$ cat src/badc_pkg.sv
// Purpose: shared constants of the bridge converter control block
// Assumes: 250 MHz system clock, 1.024 MHz converter clock
// Notes: register addresses are the 3-bit serial-port addresses
package badc_pkg;
  // register addresses
  localparam logic [2:0] ADDR_STATUS = 3'h0;
  localparam logic [2:0] ADDR_MODE = 3'h1;
  localparam logic [2:0] ADDR_CONFIG = 3'h2;
  localparam logic [2:0] ADDR_DATA = 3'h3;
  localparam logic [2:0] ADDR_ID = 3'h4;
  localparam logic [2:0] ADDR_OFFSET = 3'h6;
  localparam logic [2:0] ADDR_GAIN = 3'h7;
  // mode register fields
  localparam int MD_HI = 15;
  localparam int MD_LO = 13;
  localparam int CLK_HI = 7;
  localparam int CLK_LO = 6;
  localparam int CHOP_BIT = 4;
  localparam int RATE_HI = 3;
  localparam int RATE_LO = 0;
  localparam logic [15:0] MODE_RST = 16'h000a;
  // configuration register fields
  localparam int CFG_BURNOUT_SRC_EN = 13;
  localparam int CFG_FMT = 12;
  localparam int CFG_REF_DETECT_EN = 5;
  localparam int CH_HI = 2;
  localparam int CH_LO = 0;
  localparam logic [15:0] CFG_RST = 16'h0710;
  // status register fields
  localparam int ST_RDY = 7;
  localparam int ST_ERR = 6;
  localparam int ST_MISSING_REF_FLAG = 5;
  localparam int ST_ZERO = 4;
  localparam int ST_WIDE = 3;
  localparam logic [2:0] TAG_RST = 3'h0;
  // operating mode codes
  localparam logic [2:0] MD_CONT = 3'h0;
  localparam logic [2:0] MD_SINGLE = 3'h1;
  localparam logic [2:0] MD_IDLE = 3'h2;
  localparam logic [2:0] MD_SLEEP = 3'h3;
  // channel codes
  localparam logic [2:0] CH_PAIR1 = 3'h0;
  localparam logic [2:0] CH_PAIR2 = 3'h1;
  localparam logic [2:0] CH_SHORT = 3'h3;
  localparam logic [2:0] CH_TEMP = 3'h6;
  localparam logic [2:0] CH_SUPPLY = 3'h7;
  // clock select codes
  localparam logic [1:0] CLKSEL_INT = 2'h0;
  localparam logic [1:0] CLKSEL_INT_OUT = 2'h1;
  // coefficient and data reset values, full width
  localparam logic [23:0] OFFSET_RST = 24'h800000;
  localparam logic [23:0] GAIN_RST = 24'h555555;
  localparam logic [23:0] DATA_RST = 24'h000000;
  // identity nibble is arbitrary; low bits carry the fixed pattern
  localparam logic [3:0] ID_UPPER = 4'h6;
  localparam logic [2:0] ID_FIXED = 3'h5;
  // timing
  localparam int SYS_FREQ_KHZ = 250000;
  localparam int OSC_FREQ_KHZ = 1024;
  localparam int OSC_DIV = SYS_FREQ_KHZ / OSC_FREQ_KHZ;
  localparam int TICK_W = 19;
  localparam int CHOP_SETTLE_SHIFT = 1;

  // converter-clock ticks per result for each rate code
  function automatic logic [TICK_W-1:0] rate_ticks(input logic [3:0] code);
    case (code)
      4'h0: rate_ticks = 19'd1151;
      4'h1: rate_ticks = 19'd2179;
      4'h2: rate_ticks = 19'd4231;
      4'h3: rate_ticks = 19'd8325;
      4'h4: rate_ticks = 19'd16516;
      4'h5: rate_ticks = 19'd20480;
      4'h6: rate_ticks = 19'd26256;
      4'h7: rate_ticks = 19'd30843;
      4'h8: rate_ticks = 19'd52245;
      4'h9: rate_ticks = 19'd61317;
      4'ha: rate_ticks = 19'd61317;
      4'hb: rate_ticks = 19'd81920;
      4'hc: rate_ticks = 19'd102400;
      4'hd: rate_ticks = 19'd122929;
      4'he: rate_ticks = 19'd163840;
      default: rate_ticks = 19'd245563;
    endcase
  endfunction
endpackage

$ cat src/badc_tick_gen.sv
// Purpose: converter clock source, one-cycle tick per converter clock
// Assumes: external clock pin is asynchronous to clk_sys
// Notes: internal oscillator is a divider of clk_sys
`timescale 1ns/100ps
module badc_tick_gen import badc_pkg::*; #(
  parameter int DIV = OSC_DIV
) (
  input wire logic clk_sys,
  input wire logic rst_n,
  input wire logic use_ext,
  input wire logic ext_clk,
  output logic osc_level,
  output logic sys_tick
);
  logic [15:0] div_cnt;
  logic ext_meta;
  logic ext_sync;
  logic ext_prev;
  logic osc_rise;

  // half-period toggling builds a square internal clock
  always_ff @(posedge clk_sys or negedge rst_n) begin
    if (!rst_n) begin
      div_cnt <= 16'h0000;
      osc_level <= 1'b0;
    end else if (div_cnt == 16'(DIV / 2 - 1)) begin
      div_cnt <= 16'h0000;
      osc_level <= ~osc_level;
    end else begin
      div_cnt <= div_cnt + 16'h0001;
    end
  end

  assign osc_rise = (div_cnt == 16'(DIV / 2 - 1)) && !osc_level;

  always_ff @(posedge clk_sys or negedge rst_n) begin
    if (!rst_n) begin
      ext_meta <= 1'b0;
      ext_sync <= 1'b0;
      ext_prev <= 1'b0;
    end else begin
      ext_meta <= ext_clk;
      ext_sync <= ext_meta;
      ext_prev <= ext_sync;
    end
  end

  always_ff @(posedge clk_sys or negedge rst_n) begin
    if (!rst_n) begin
      sys_tick <= 1'b0;
    end else begin
      sys_tick <= use_ext ? (ext_sync && !ext_prev) : osc_rise;
    end
  end
endmodule

$ cat src/badc_regs.sv
// Purpose: mode, configuration, result and coefficient registers with
//   the conversion sequencer of a two-channel bridge converter
// Assumes: serial front end delivers decoded register accesses on clk_sys;
//   modulator result and range flags are on clk_sys
// Notes: filter and calibration arithmetic live outside; measured values
//   arrive on conv_value
`timescale 1ns/100ps
// Summary of operation
// - mode field bits 15:13 picks continuous, single, idle or sleep; resets continuous
// - single mode restarts the filter, converts once, then enters sleep
// - idle holds the filter in reset while the modulator keeps running
// - sleep powers down most circuitry and produces no conversions
// - mode codes 100 to 111 start the four calibration kinds
// - ready output goes high at calibration start, then follows the status ready bit again when it completes
// - a finished calibration drops the device into idle on its own
// - calibration result lands in the selected channel's offset or gain register
// - clock-select bits 7:6 pick internal, internal driven out, or external clock
// - chopping doubles settling: first result takes twice the normal time
// - rate bits 3:0 pick the output rate; reset code 1010
// - configuration bit 13 enables the burnout current sources
// - configuration bit 12 picks bipolar or unipolar coding
// - bit 5 enables reference detection; only then missing-reference flag reports
// - channel bits 2:0 pick pair 1, pair 2, shorted, temperature or supply
// - internal channels force unity gain and internal reference; supply divided
// - each result carries its channel code in the status tag field
// - status bit 3 shows the wide variant; status bit 4 reads zero
// - data register holds each result in two's complement, reset zero
// - coefficients always readable, writable only in idle or sleep
// - offset coefficients reset to midscale
// - gain coefficients reset to the alternating-bit default
// - two coefficient pairs; shorted shares pair 0; internal channels use defaults
// - ready bit clears on a new result and sets after the data is read
// - error bit updates with each result from range or reference faults
// - low reference with detection on sets the flag and clamps results to ones
// - registers are reached by 3-bit addressed read and write commands
module badc_regs import badc_pkg::*; #(
  parameter int DATA_W = 24,
  parameter int TICK_DIV = OSC_DIV
) (
  input wire logic clk_sys,
  input wire logic rst_n,
  input wire logic [2:0] reg_addr,
  input wire logic reg_wr,
  input wire logic [23:0] reg_wdata,
  input wire logic reg_rd,
  output logic [23:0] reg_rdata,
  input wire logic [DATA_W-1:0] conv_value,
  input wire logic conv_overrange,
  input wire logic conv_underrange,
  input wire logic ref_low,
  input wire logic clk_pin_i,
  output logic clk_pin_o,
  output logic clk_pin_oe_n,
  output logic system_clock_tick,
  output logic result_ready_n,
  output logic filter_reset,
  output logic sleep_powerdown,
  output logic chop_active,
  output logic [3:0] rate_code,
  output logic burnout_src_en,
  output logic format_unipolar,
  output logic ref_detect_en,
  output logic [2:0] input_select,
  output logic force_unity_gain,
  output logic use_internal_ref,
  output logic supply_div6_en,
  output logic cal_system,
  output logic cal_full_scale
);
  localparam logic [23:0] DMASK = 24'hffffff >> (24 - DATA_W);
  localparam logic [23:0] OFS_DEF = OFFSET_RST >> (24 - DATA_W);
  localparam logic [23:0] GAIN_DEF = GAIN_RST >> (24 - DATA_W);

  typedef enum logic [1:0] {SEQ_HOLD, SEQ_RUN, SEQ_CAL} badc_seq_e;

  logic [15:0] mode_reg;
  logic [15:0] cfg_reg;
  logic [23:0] result;
  logic status_rdy_n;
  logic status_err;
  logic [2:0] result_channel_tag;
  logic [23:0] ofs_coef [2];
  logic [23:0] gain_coef [2];
  badc_seq_e seq;
  logic [TICK_W-1:0] conv_cnt;
  logic first_result;
  logic ref_meta;
  logic ref_sync;
  logic tick;
  logic [2:0] op_mode_sel;
  logic [1:0] clk_sel;
  logic chop_disable;
  logic missing_ref_flag;
  logic [TICK_W-1:0] conv_target;
  logic conv_done;
  logic mode_wr;
  logic cfg_wr;
  logic coef_wr_ok;
  logic [1:0] sel_pair;
  logic [7:0] status_byte;
  logic [23:0] clamped;
  logic [23:0] next_rdata;
  badc_seq_e next_seq;
  logic cal_store;
  logic result_store;
  logic coef_host_wr;

  // maps a channel code to its coefficient pair; bit 1 marks a valid pair
  function automatic logic [1:0] pair_of(input logic [2:0] ch);
    case (ch)
      CH_PAIR1: pair_of = 2'b10;
      CH_SHORT: pair_of = 2'b10;
      CH_PAIR2: pair_of = 2'b11;
      default: pair_of = 2'b00;
    endcase
  endfunction

  assign op_mode_sel = mode_reg[MD_HI:MD_LO];
  assign clk_sel = mode_reg[CLK_HI:CLK_LO];
  assign chop_disable = mode_reg[CHOP_BIT];
  assign rate_code = mode_reg[RATE_HI:RATE_LO];
  assign burnout_src_en = cfg_reg[CFG_BURNOUT_SRC_EN];
  assign format_unipolar = cfg_reg[CFG_FMT];
  assign ref_detect_en = cfg_reg[CFG_REF_DETECT_EN];
  assign input_select = cfg_reg[CH_HI:CH_LO];
  assign sel_pair = pair_of(input_select);
  assign mode_wr = reg_wr && (reg_addr == ADDR_MODE);
  assign cfg_wr = reg_wr && (reg_addr == ADDR_CONFIG);
  // host coefficient writes are refused while the filter may be using them
  assign coef_wr_ok = (op_mode_sel == MD_IDLE) || (op_mode_sel == MD_SLEEP);

  // internal channels override gain and reference settings
  assign force_unity_gain = (input_select == CH_TEMP) || (input_select == CH_SUPPLY);
  assign use_internal_ref = force_unity_gain;
  assign supply_div6_en = (input_select == CH_SUPPLY);

  // clock pin: driven only when the internal clock is routed out
  assign clk_pin_oe_n = (clk_sel != CLKSEL_INT_OUT);
  assign system_clock_tick = tick;

  badc_tick_gen #(
    .DIV(TICK_DIV)
  ) u_tick (
    .clk_sys(clk_sys),
    .rst_n(rst_n),
    .use_ext(clk_sel[1]),
    .ext_clk(clk_pin_i),
    .osc_level(clk_pin_o),
    .sys_tick(tick)
  );

  always_ff @(posedge clk_sys or negedge rst_n) begin
    if (!rst_n) begin
      ref_meta <= 1'b0;
      ref_sync <= 1'b0;
    end else begin
      ref_meta <= ref_low;
      ref_sync <= ref_meta;
    end
  end

  assign missing_ref_flag = ref_detect_en && ref_sync;

  // a missing reference overrides whatever the filter produced
  always_comb begin
    clamped = 24'(conv_value) & DMASK;
    if (missing_ref_flag) begin
      clamped = DMASK;
    end
  end

  // chopping doubles the time to the first settled result; the rate code
  // is an argument so the target follows every mode write
  always_comb begin
    conv_target = rate_ticks(rate_code);
    if (first_result && !chop_disable) begin
      conv_target = conv_target << CHOP_SETTLE_SHIFT;
    end
  end
  assign conv_done = (seq != SEQ_HOLD) && tick && (conv_cnt + 19'd1 >= conv_target);
  // completion qualified by what the sequencer was doing
  assign cal_store = conv_done && (seq == SEQ_CAL);
  assign result_store = conv_done && (seq == SEQ_RUN);
  assign coef_host_wr = reg_wr && coef_wr_ok;

  // sequencer: a mode write restarts the filter and outranks a completion
  always_comb begin
    next_seq = seq;
    if (mode_wr) begin
      case (reg_wdata[MD_HI:MD_LO])
        MD_CONT: next_seq = SEQ_RUN;
        MD_SINGLE: next_seq = SEQ_RUN;
        MD_IDLE: next_seq = SEQ_HOLD;
        MD_SLEEP: next_seq = SEQ_HOLD;
        default: next_seq = SEQ_CAL;
      endcase
    end else if (conv_done) begin
      case (seq)
        SEQ_CAL: next_seq = SEQ_HOLD;
        SEQ_RUN: next_seq = (op_mode_sel == MD_SINGLE) ? SEQ_HOLD : SEQ_RUN;
        default: next_seq = SEQ_HOLD;
      endcase
    end
  end

  always_ff @(posedge clk_sys or negedge rst_n) begin
    if (!rst_n) begin
      seq <= SEQ_RUN;
    end else begin
      seq <= next_seq;
    end
  end

  always_ff @(posedge clk_sys or negedge rst_n) begin
    if (!rst_n) begin
      conv_cnt <= '0;
      first_result <= 1'b1;
    end else if (mode_wr || cfg_wr || seq == SEQ_HOLD) begin
      conv_cnt <= '0;
      first_result <= 1'b1;
    end else if (conv_done) begin
      conv_cnt <= '0;
      first_result <= 1'b0;
    end else if (tick) begin
      conv_cnt <= conv_cnt + 19'd1;
    end
  end

  assign filter_reset = (seq == SEQ_HOLD);
  assign sleep_powerdown = (seq == SEQ_HOLD) && (op_mode_sel == MD_SLEEP);
  assign chop_active = !chop_disable;
  assign cal_system = op_mode_sel[1];
  assign cal_full_scale = op_mode_sel[0];

  // mode register: host write, or self-move after single or calibration
  always_ff @(posedge clk_sys or negedge rst_n) begin
    if (!rst_n) begin
      mode_reg <= MODE_RST;
    end else if (mode_wr) begin
      mode_reg <= reg_wdata[15:0];
    end else if (cal_store) begin
      mode_reg[MD_HI:MD_LO] <= MD_IDLE;
    end else if (conv_done && op_mode_sel == MD_SINGLE) begin
      mode_reg[MD_HI:MD_LO] <= MD_SLEEP;
    end
  end

  always_ff @(posedge clk_sys or negedge rst_n) begin
    if (!rst_n) begin
      cfg_reg <= CFG_RST;
    end else if (cfg_wr) begin
      cfg_reg <= reg_wdata[15:0];
    end
  end

  // result, tag and error are captured together
  always_ff @(posedge clk_sys or negedge rst_n) begin
    if (!rst_n) begin
      result <= DATA_RST;
      result_channel_tag <= TAG_RST;
      status_err <= 1'b0;
    end else if (result_store) begin
      result <= clamped;
      result_channel_tag <= input_select;
      status_err <= conv_overrange || conv_underrange || missing_ref_flag;
    end
  end

  // a new result wins over a simultaneous data read
  always_ff @(posedge clk_sys or negedge rst_n) begin
    if (!rst_n) begin
      status_rdy_n <= 1'b1;
    end else if (result_store) begin
      status_rdy_n <= 1'b0;
    end else if (reg_rd && reg_addr == ADDR_DATA) begin
      status_rdy_n <= 1'b1;
    end
  end

  // pin is forced high for the whole calibration
  assign result_ready_n = (seq == SEQ_CAL) ? 1'b1 : status_rdy_n;

  // coefficient pairs; a calibration store beats a host write in one cycle
  for (genvar p = 0; p < 2; p++) begin : g_pair
    always_ff @(posedge clk_sys or negedge rst_n) begin
      if (!rst_n) begin
        ofs_coef[p] <= OFS_DEF;
        gain_coef[p] <= GAIN_DEF;
      end else if (cal_store && sel_pair == 2'(p + 2)) begin
        if (op_mode_sel[0]) begin
          gain_coef[p] <= 24'(conv_value) & DMASK;
        end else begin
          ofs_coef[p] <= 24'(conv_value) & DMASK;
        end
      end else if (coef_host_wr && sel_pair == 2'(p + 2)) begin
        if (reg_addr == ADDR_OFFSET) begin
          ofs_coef[p] <= reg_wdata & DMASK;
        end else if (reg_addr == ADDR_GAIN) begin
          gain_coef[p] <= reg_wdata & DMASK;
        end
      end
    end
  end

  // status fields assembled at their bit positions
  always_comb begin
    status_byte = 8'h00;
    status_byte[ST_RDY] = status_rdy_n;
    status_byte[ST_ERR] = status_err;
    status_byte[ST_MISSING_REF_FLAG] = missing_ref_flag;
    status_byte[ST_ZERO] = 1'b0;
    status_byte[ST_WIDE] = (DATA_W == 24);
    status_byte[2:0] = result_channel_tag;
  end

  // read port: data answers one cycle after the read strobe and then holds
  always_comb begin
    next_rdata = reg_rdata;
    if (reg_rd) begin
      case (reg_addr)
        ADDR_STATUS: next_rdata = {16'h0000, status_byte};
        ADDR_MODE: next_rdata = {8'h00, mode_reg};
        ADDR_CONFIG: next_rdata = {8'h00, cfg_reg};
        ADDR_DATA: next_rdata = result;
        // low bit of the identity byte tells the result width
        ADDR_ID: next_rdata = {16'h0000, ID_UPPER, ID_FIXED, (DATA_W == 24)};
        ADDR_OFFSET: next_rdata = sel_pair[1] ? ofs_coef[sel_pair[0]] : OFS_DEF;
        ADDR_GAIN: next_rdata = sel_pair[1] ? gain_coef[sel_pair[0]] : GAIN_DEF;
        // unmapped addresses read zero
        default: next_rdata = 24'h000000;
      endcase
    end
  end

  always_ff @(posedge clk_sys or negedge rst_n) begin
    if (!rst_n) begin
      reg_rdata <= 24'h000000;
    end else begin
      reg_rdata <= next_rdata;
    end
  end
endmodule

$ cat config.mk
export PLATFORM = sky130hd
export DESIGN_NAME = badc_regs
export DESIGN_NICKNAME = d
export VERILOG_FILES = /design/src/badc_pkg.sv /design/src/badc_tick_gen.sv /design/src/badc_regs.sv
export SDC_FILE = /design/constraint.sdc
export NUM_CORES = 1
export LEC_CHECK = 0
export BUFFER_PORTS_ARGS = -buffer_cell sky130_fd_sc_hd__buf_2
export CAP_MARGIN = 5
export CORE_ASPECT_RATIO = 1.2
export CORE_MARGIN = 10
export CORE_UTILIZATION = 53
export DETAILED_ROUTE_END_ITERATION = 7
export PLACE_DENSITY_LB_ADDON = 0.12
export SLEW_MARGIN = 10
export SYNTH_ARGS = -nofsm -noshare
export SYNTH_HDL_FRONTEND = slang
export SYNTH_SLANG_ARGS = --single-unit
$ cat constraint.sdc
create_clock -name clk_sys -period 10.3 [get_ports clk_sys]
set_input_delay 1.03 -clock clk_sys [delete_from_list [all_inputs] [get_ports clk_sys]]
set_output_delay 1.03 -clock clk_sys [all_outputs]
set_load 0.02 [all_outputs]
Word-level counts from Yosys, hierarchy flattened

Memories as Yosys holds them, arrays and structs flattened.
Cells that the tools add are included.

Register bits: 226
Memory bits (read-only): 288
Bits of input ports: 59
Output and inout bits: 46
Word-level logic and storage cells: 151
Memories: 1

Add/subtract/negate cells: 2
Order comparisons: 2
Equality and inequality tests: 28
Muxes and demuxes: 43
Bitwise logic cells: 2
Reductions and logical operators: 50

Memories:

| name             | words | bits a word | rd ports | clocked after memory_dff | write ports | line           | source |
|---|---|---|---|---|---|---|---|
| (name not given) | 16    | 18          | 1        | 0                        | 0           | badc_pkg.sv:66 | `case (code)` |

Operator list:

| cell                                                 | number |
|---|---|
| 2-to-1 mux 24 bit                                    | 22 |
| case mux 24 bit (7 select lines)                     | 1 |
| 2-to-1 mux 19 bit                                    | 4 |
| equality test 3 x 2 -> 1 bit, second input constant  | 7 |
| nonzero test 2 bit                                   | 10 |
| adder 19 x 1 -> 19 bit, second input constant        | 1 |
| greater-or-equal comparator 19 bit                   | 1 |
| logical AND 1 bit                                    | 18 |
| adder 16 x 1 -> 16 bit, second input constant        | 1 |
| equality test 16 x 7 -> 1 bit, second input constant | 1 |
| 2-to-1 mux 16 bit                                    | 1 |
| equality test 3 bit, second input constant           | 5 |
| equality test 3 x 1 -> 1 bit, second input constant  | 4 |
| inequality test 2 bit, second input constant         | 5 |
| logical NOT 3 bit                                    | 3 |
| 2-to-1 mux 3 bit                                     | 3 |
| 2-to-1 mux 1 bit                                     | 8 |
| case mux 2 bit (2 select lines)                      | 2 |
| AND reduction 4 bit                                  | 2 |
| equality test 2 bit, second input constant           | 3 |
| logical OR 1 bit                                     | 6 |
| AND reduction 3 bit                                  | 2 |
| nonzero test 3 bit                                   | 2 |
| OR reduction 2 bit                                   | 3 |
| other kinds (8)                                      | 12 |

Depth between registers and ports, before layout

Depth after elaboration: 9
Mapped depth: 19
Gate-level depth less buffers: 15

By module

From an unflattened synthesis, not the netlist that was laid out.

Cells, all modules: 1,210
Area, all modules: 12,145.4 µm²

Modules (own cells, without submodules):

| module        | times used | cells each | area an instance (µm²) | seq. area each (µm²) |
|---|---|---|---|---|
| badc_regs     | 1          | 1,130      | 11,175.7               | 5,173.7 |
| badc_tick_gen | 1          | 80         | 969.7                  | 525.5 |

Least setup slack after synthesis

OpenSTA, ideal clock, no wires.

Kind: flip-flop to flip-flop
Start: register conv_cnt[0]
End: register ofs_coef[28] (netlist bit)
Library setup time: 0.119 ns
Data arrival time: 3.900 ns
Data required time: 10.181 ns
Path slack: 6.281 ns
Stages on the path, launching flop included: 18
Path buffers: 3
Period minus slack after synthesis: 4.019 ns
Path through: dfrtp_1 -> ha_1 -> and3_1 -> and3_1 -> and3_1 -> and4_1 -> clkbuf_1 -> nand3_1 -> xnor2_1 -> ha_1 -> nand4_1 -> nor4_1 -> a211oi_1 -> or4_1 -> clkbuf_1 -> clkbuf_1 -> o22a_1 -> o21a_1

Word-level cells in the longest chain between the ends: 7
Elaborated cells between the ends (all ways): 10
Classes of those cells: add/sub (1); order compare (1); eq/ne (1); mux (1); reduce/logical (6)

RTL lines:

| element                                                                      | line             | source |
|---|---|---|
| from (decl)                                                                  | badc_regs.sv:85  | `logic [TICK_W-1:0] conv_cnt;` |
| from (signal assigned)                                                       | badc_regs.sv:225 | `conv_cnt <= conv_cnt + 19'd1;` |
| adder 19 x 1 -> 19 bit (*)                                                   | badc_regs.sv:180 | `assign conv_done = (seq != SEQ_HOLD) && tick && (conv_cnt + 19'd1 >= conv_target);` |
| greater-or-equal comparator 19 bit (*)                                       | badc_regs.sv:180 |  |
| logical AND 1 bit (*)                                                        | badc_regs.sv:180 |  |
| logical AND 1 bit (*)                                                        | badc_regs.sv:182 | `assign cal_store = conv_done && (seq == SEQ_CAL);` |
| logical AND 1 bit (*)                                                        | badc_regs.sv:289 | `end else if (cal_store && sel_pair == 2'(p + 2)) begin` |
| inequality test 2 bit (no line) / nonzero test 2 bit (equally long branches) | n/a              |  |
| AND reduction 3 bit (no line)                                                | n/a              |  |
| to (signal, indexed assignment)                                              | badc_regs.sv:293 | `ofs_coef[p] <= 24'(conv_value) & DMASK;` |
| to (signal, indexed assignment)                                              | badc_regs.sv:297 | `ofs_coef[p] <= reg_wdata & DMASK;` |
| to (decl)                                                                    | badc_regs.sv:82  | `logic [23:0] ofs_coef [2];` |

Every way passes the cells marked *; elsewhere a longest branch is shown, timed or not.
A chain may end at the register's enable or synchronous reset.

Worst setup path in the final report

Start: register conv_cnt[0]
End: register ofs_coef[34] (netlist bit)

The elaborated chain is that of the path after synthesis.

==> run metrics <==
Rel. slew slack 18.8%; core area 22,400 sq um; CP Capture Type flip-flop; switching share of total power 31.0%; Distinct cells, synth 63; TritonRoute pass-1 iters 5; post-detailed-route wirelength per cell around 22 um; die area slightly below 30,000 sq um; FMAX roughly 180 MHz; Cell Count, Final, Fillers Out 1,580; busiest grt layer met2; Synth area leader dfrtp_1; Setup Fix Bufs, Post-CTS 0; RSZ-0062 raised after global routing no; CTS hold repair buffers 0; Die Span Y 185 um; share of the synthesized area in the top cell type 39.8%; First DRT Iteration DRCs ~770; setup TNS 0 ns; Post-Syn Area per Cell 9.79 sq um; R2R Path Start conv_cnt[0]$_DFFE_PN0P_; hold crit path type flip-flop to flip-flop; leakage 5.83 nW; commonest non-fill, non-tap cell in the layout dfrtp_1; R2R cell count 15; global-route wire length before repair 56.0 mm; max-slew violations 0; setup violators final 0; Mapped Cells 1,228; share of layout cells above drive strength 1 20.9%; # H-tree levels 1; skew final ~0.015 ns; Hold EP ref_sync$_DFF_PN0_; yosys warns 0; post-synthesis sequential area ratio between 40% and 50%; Final Hold Fails 0; period utilization 55.4%; Die W 158 um; Pwr Density 195 nW/um^2; Root Buffer Master clkbuf_16; std cell rows 60; Synth Net Count approximately 1,300; Psw approximately 0.8 mW; nets 1,367; vias just under 10,000; CP arrival ~6.1 ns; CTS tree built; placed insts ~1,500; met2 GRT Util 41.0%; gr ovfl total 0; status finished clean; number of synthesized flops with an enable pin 0; Comb pwr share 22.0%; Critical Path Start Type flip-flop; R2R Setup Slk ~4.6 ns; ys async rst share 100%; GPL Wtd Cong roughly 0.83; max-capacitance violation count 0; measured slew at the worst slew-check pin ~1.2 ns; Seq cells post-synth 226; post-CTS resize count 0; initial antenna violation count 4; critical path class flip-flop to flip-flop; sequential share of power 44.0%; worst skew pair latency 0.54 ns; I/O pins 105; CTS max path bufs 3; Synth Cell Area 12,000 sq um; Synth area leaders dfrtp_1, dfstp_2, o22a_1, o22ai_1, o21a_1; cell internal pwr 1.81 mW; Final min period 5.71 ns; Global Route met3 Usage around 3.3%; clk sinks 226; Buffers on Ports roughly 100; Hold Slack 0.361 ns; Top Registers gain_coef x48, ofs_coef x48; clock slew at reported path FFs 0.06 ns; CP startpoint conv_cnt[0]$_DFFE_PN0P_; Worst Hold Depth 0; initial core utilization 53.7%; WL final 35.3 mm; TritonCTS Buffers 25; Routed Antenna Nets 0; Top FF cell, synth dfrtp_1; peak fanout along the critical path 25; vias per inst 6.25; clock network fraction of design power between 30% and 40%; end of the worst register-to-register path ofs_coef[34]$_DFFE_PN0P_; residual DRC count 0; GRT Total Usage 24.1%; DP HPWL 22.0 mm; Layout Area Growth over Synthesis 12.0%; met1 usage between 30% and 40%; vias in the first global route 9,876; most frequent cells in the layout dfrtp_1, nor2_1, buf_2, nand2_1, o22ai_1; Hold Crit Start ref_meta$_DFF_PN0_; Worst EP required 10.71 ns; peak supply drop 135 uV; largest net degree at the start of global routing 91
-- cells in the mapped netlist, types with 11 or more instances --
master and instances:
nor3_1 12, o21ai_0 15, inv_1 57, nand2_1 95
a21oi_1 72, a21oi_2 20, clkbuf_1 84, a22o_1 11
nand3_1 22, dfstp_2 35, mux2i_1 11, mux2_2 31
ha_1 29, xor2_1 32, o21a_1 65, a22oi_1 35
nand4_1 14, and3_1 11, xnor2_1 19, nor2_1 114
dfrtp_1 191, o22a_1 64, o22ai_1 86
-- per-stage QoR --
| step | cell area (sq um) | total power [mW] | utilization (%) | worst slack [ns] |
|---|---|---|---|---|
| 2_1_floorplan | 12000 | 1.55 | - | 6.28 |
| 3_3_place_gp | 12600 | 1.73 | 56.5 | 4.76 |
| 3_5_place_dp | 12600 | 1.74 | 56.5 | 4.65 |
| 4_1_cts | 13500 | 2.63 | 60.2 | 4.59 |
| 5_1_grt | 13500 | 2.75 | 60.2 | 4.12 |
| 6_report | 13500 | 2.62 | 60.2 | 4.59 |
-- critical path: stages, from the launching register on --
cell,delay (ns)
dfrtp_1,0.46
ha_1,0.24
and3_1,0.22
and3_1,0.22
and3_1,0.28
and4_1,0.37
nand3_1,0.13
xnor2_1,0.15
ha_1,0.19
a21o_1,0.15
a21oi_1,0.14
a21bo_1,0.23
a211oi_1,0.63
or4_1,0.90
nand2_1,0.85
o21a_1,0.43
-- worst max path at each step --
stage | to | depth (start not counted) | slack [ns]
2_1_floorplan | ofs_coef[28]$_DFFE_PN0P_ | 17 | 6.28
3_3_place_gp | ofs_coef[31]$_DFFE_PN0P_ | 15 | 4.76
3_5_place_dp | ofs_coef[34]$_DFFE_PN0P_ | 15 | 4.65
4_1_cts | ofs_coef[30]$_DFFE_PN0P_ | 15 | 4.59
5_1_grt | ofs_coef[31]$_DFFE_PN0P_ | 15 | 4.12
6_report | ofs_coef[34]$_DFFE_PN0P_ | 15 | 4.59
-- layout make-up --
cell class | count | area [sq um]
Multi-Input combinational cell | 841 | 5680
Fill cell | 1978 | 8900
Inverter | 58 | 218
Tap cell | 279 | 349
Clock inverter | 9 | 80.1
Antenna cell | 3 | 7.51
Timing Repair Buffer | 127 | 703
Sequential cell | 226 | 5700
Clock buffer | 37 | 731
-- logic make-up (layout without fill, tap and decap cells) --
logic type               count (synthesis)  after routing  synth area share (%)
buffers and inverters                  161            231                  5.50
flip-flops                             226            226                  47.4
AO/OA/AOI/OAI                          407            407                  24.1
XOR/XNOR                                51             51                  3.71
multiplexers                            47             47                  4.76
AND/OR/NAND/NOR                        307            307                  11.5
adder cells (fa/ha/maj)                 29             29                  3.02
other                                    0              3                     0
-- power groups by stage --
stage | Sequential [mW] | Combinational [mW] | Clock (mW)
floorplan | 1.14 | 0.404 | 0
global placement | 1.16 | 0.566 | 0
detailed placement | 1.17 | 0.576 | 0
CTS | 1.15 | 0.580 | 0.897
global route | 1.17 | 0.636 | 0.943
finish | 1.15 | 0.577 | 0.889
-- metal layers --
layer	vias to the layer above	wire length, um
li1	4529	-
met3	67	2240
met2	324	17300
met1	4947	14900
met4	2	926
met5	-	7
(Power assumes the default switching activity.)
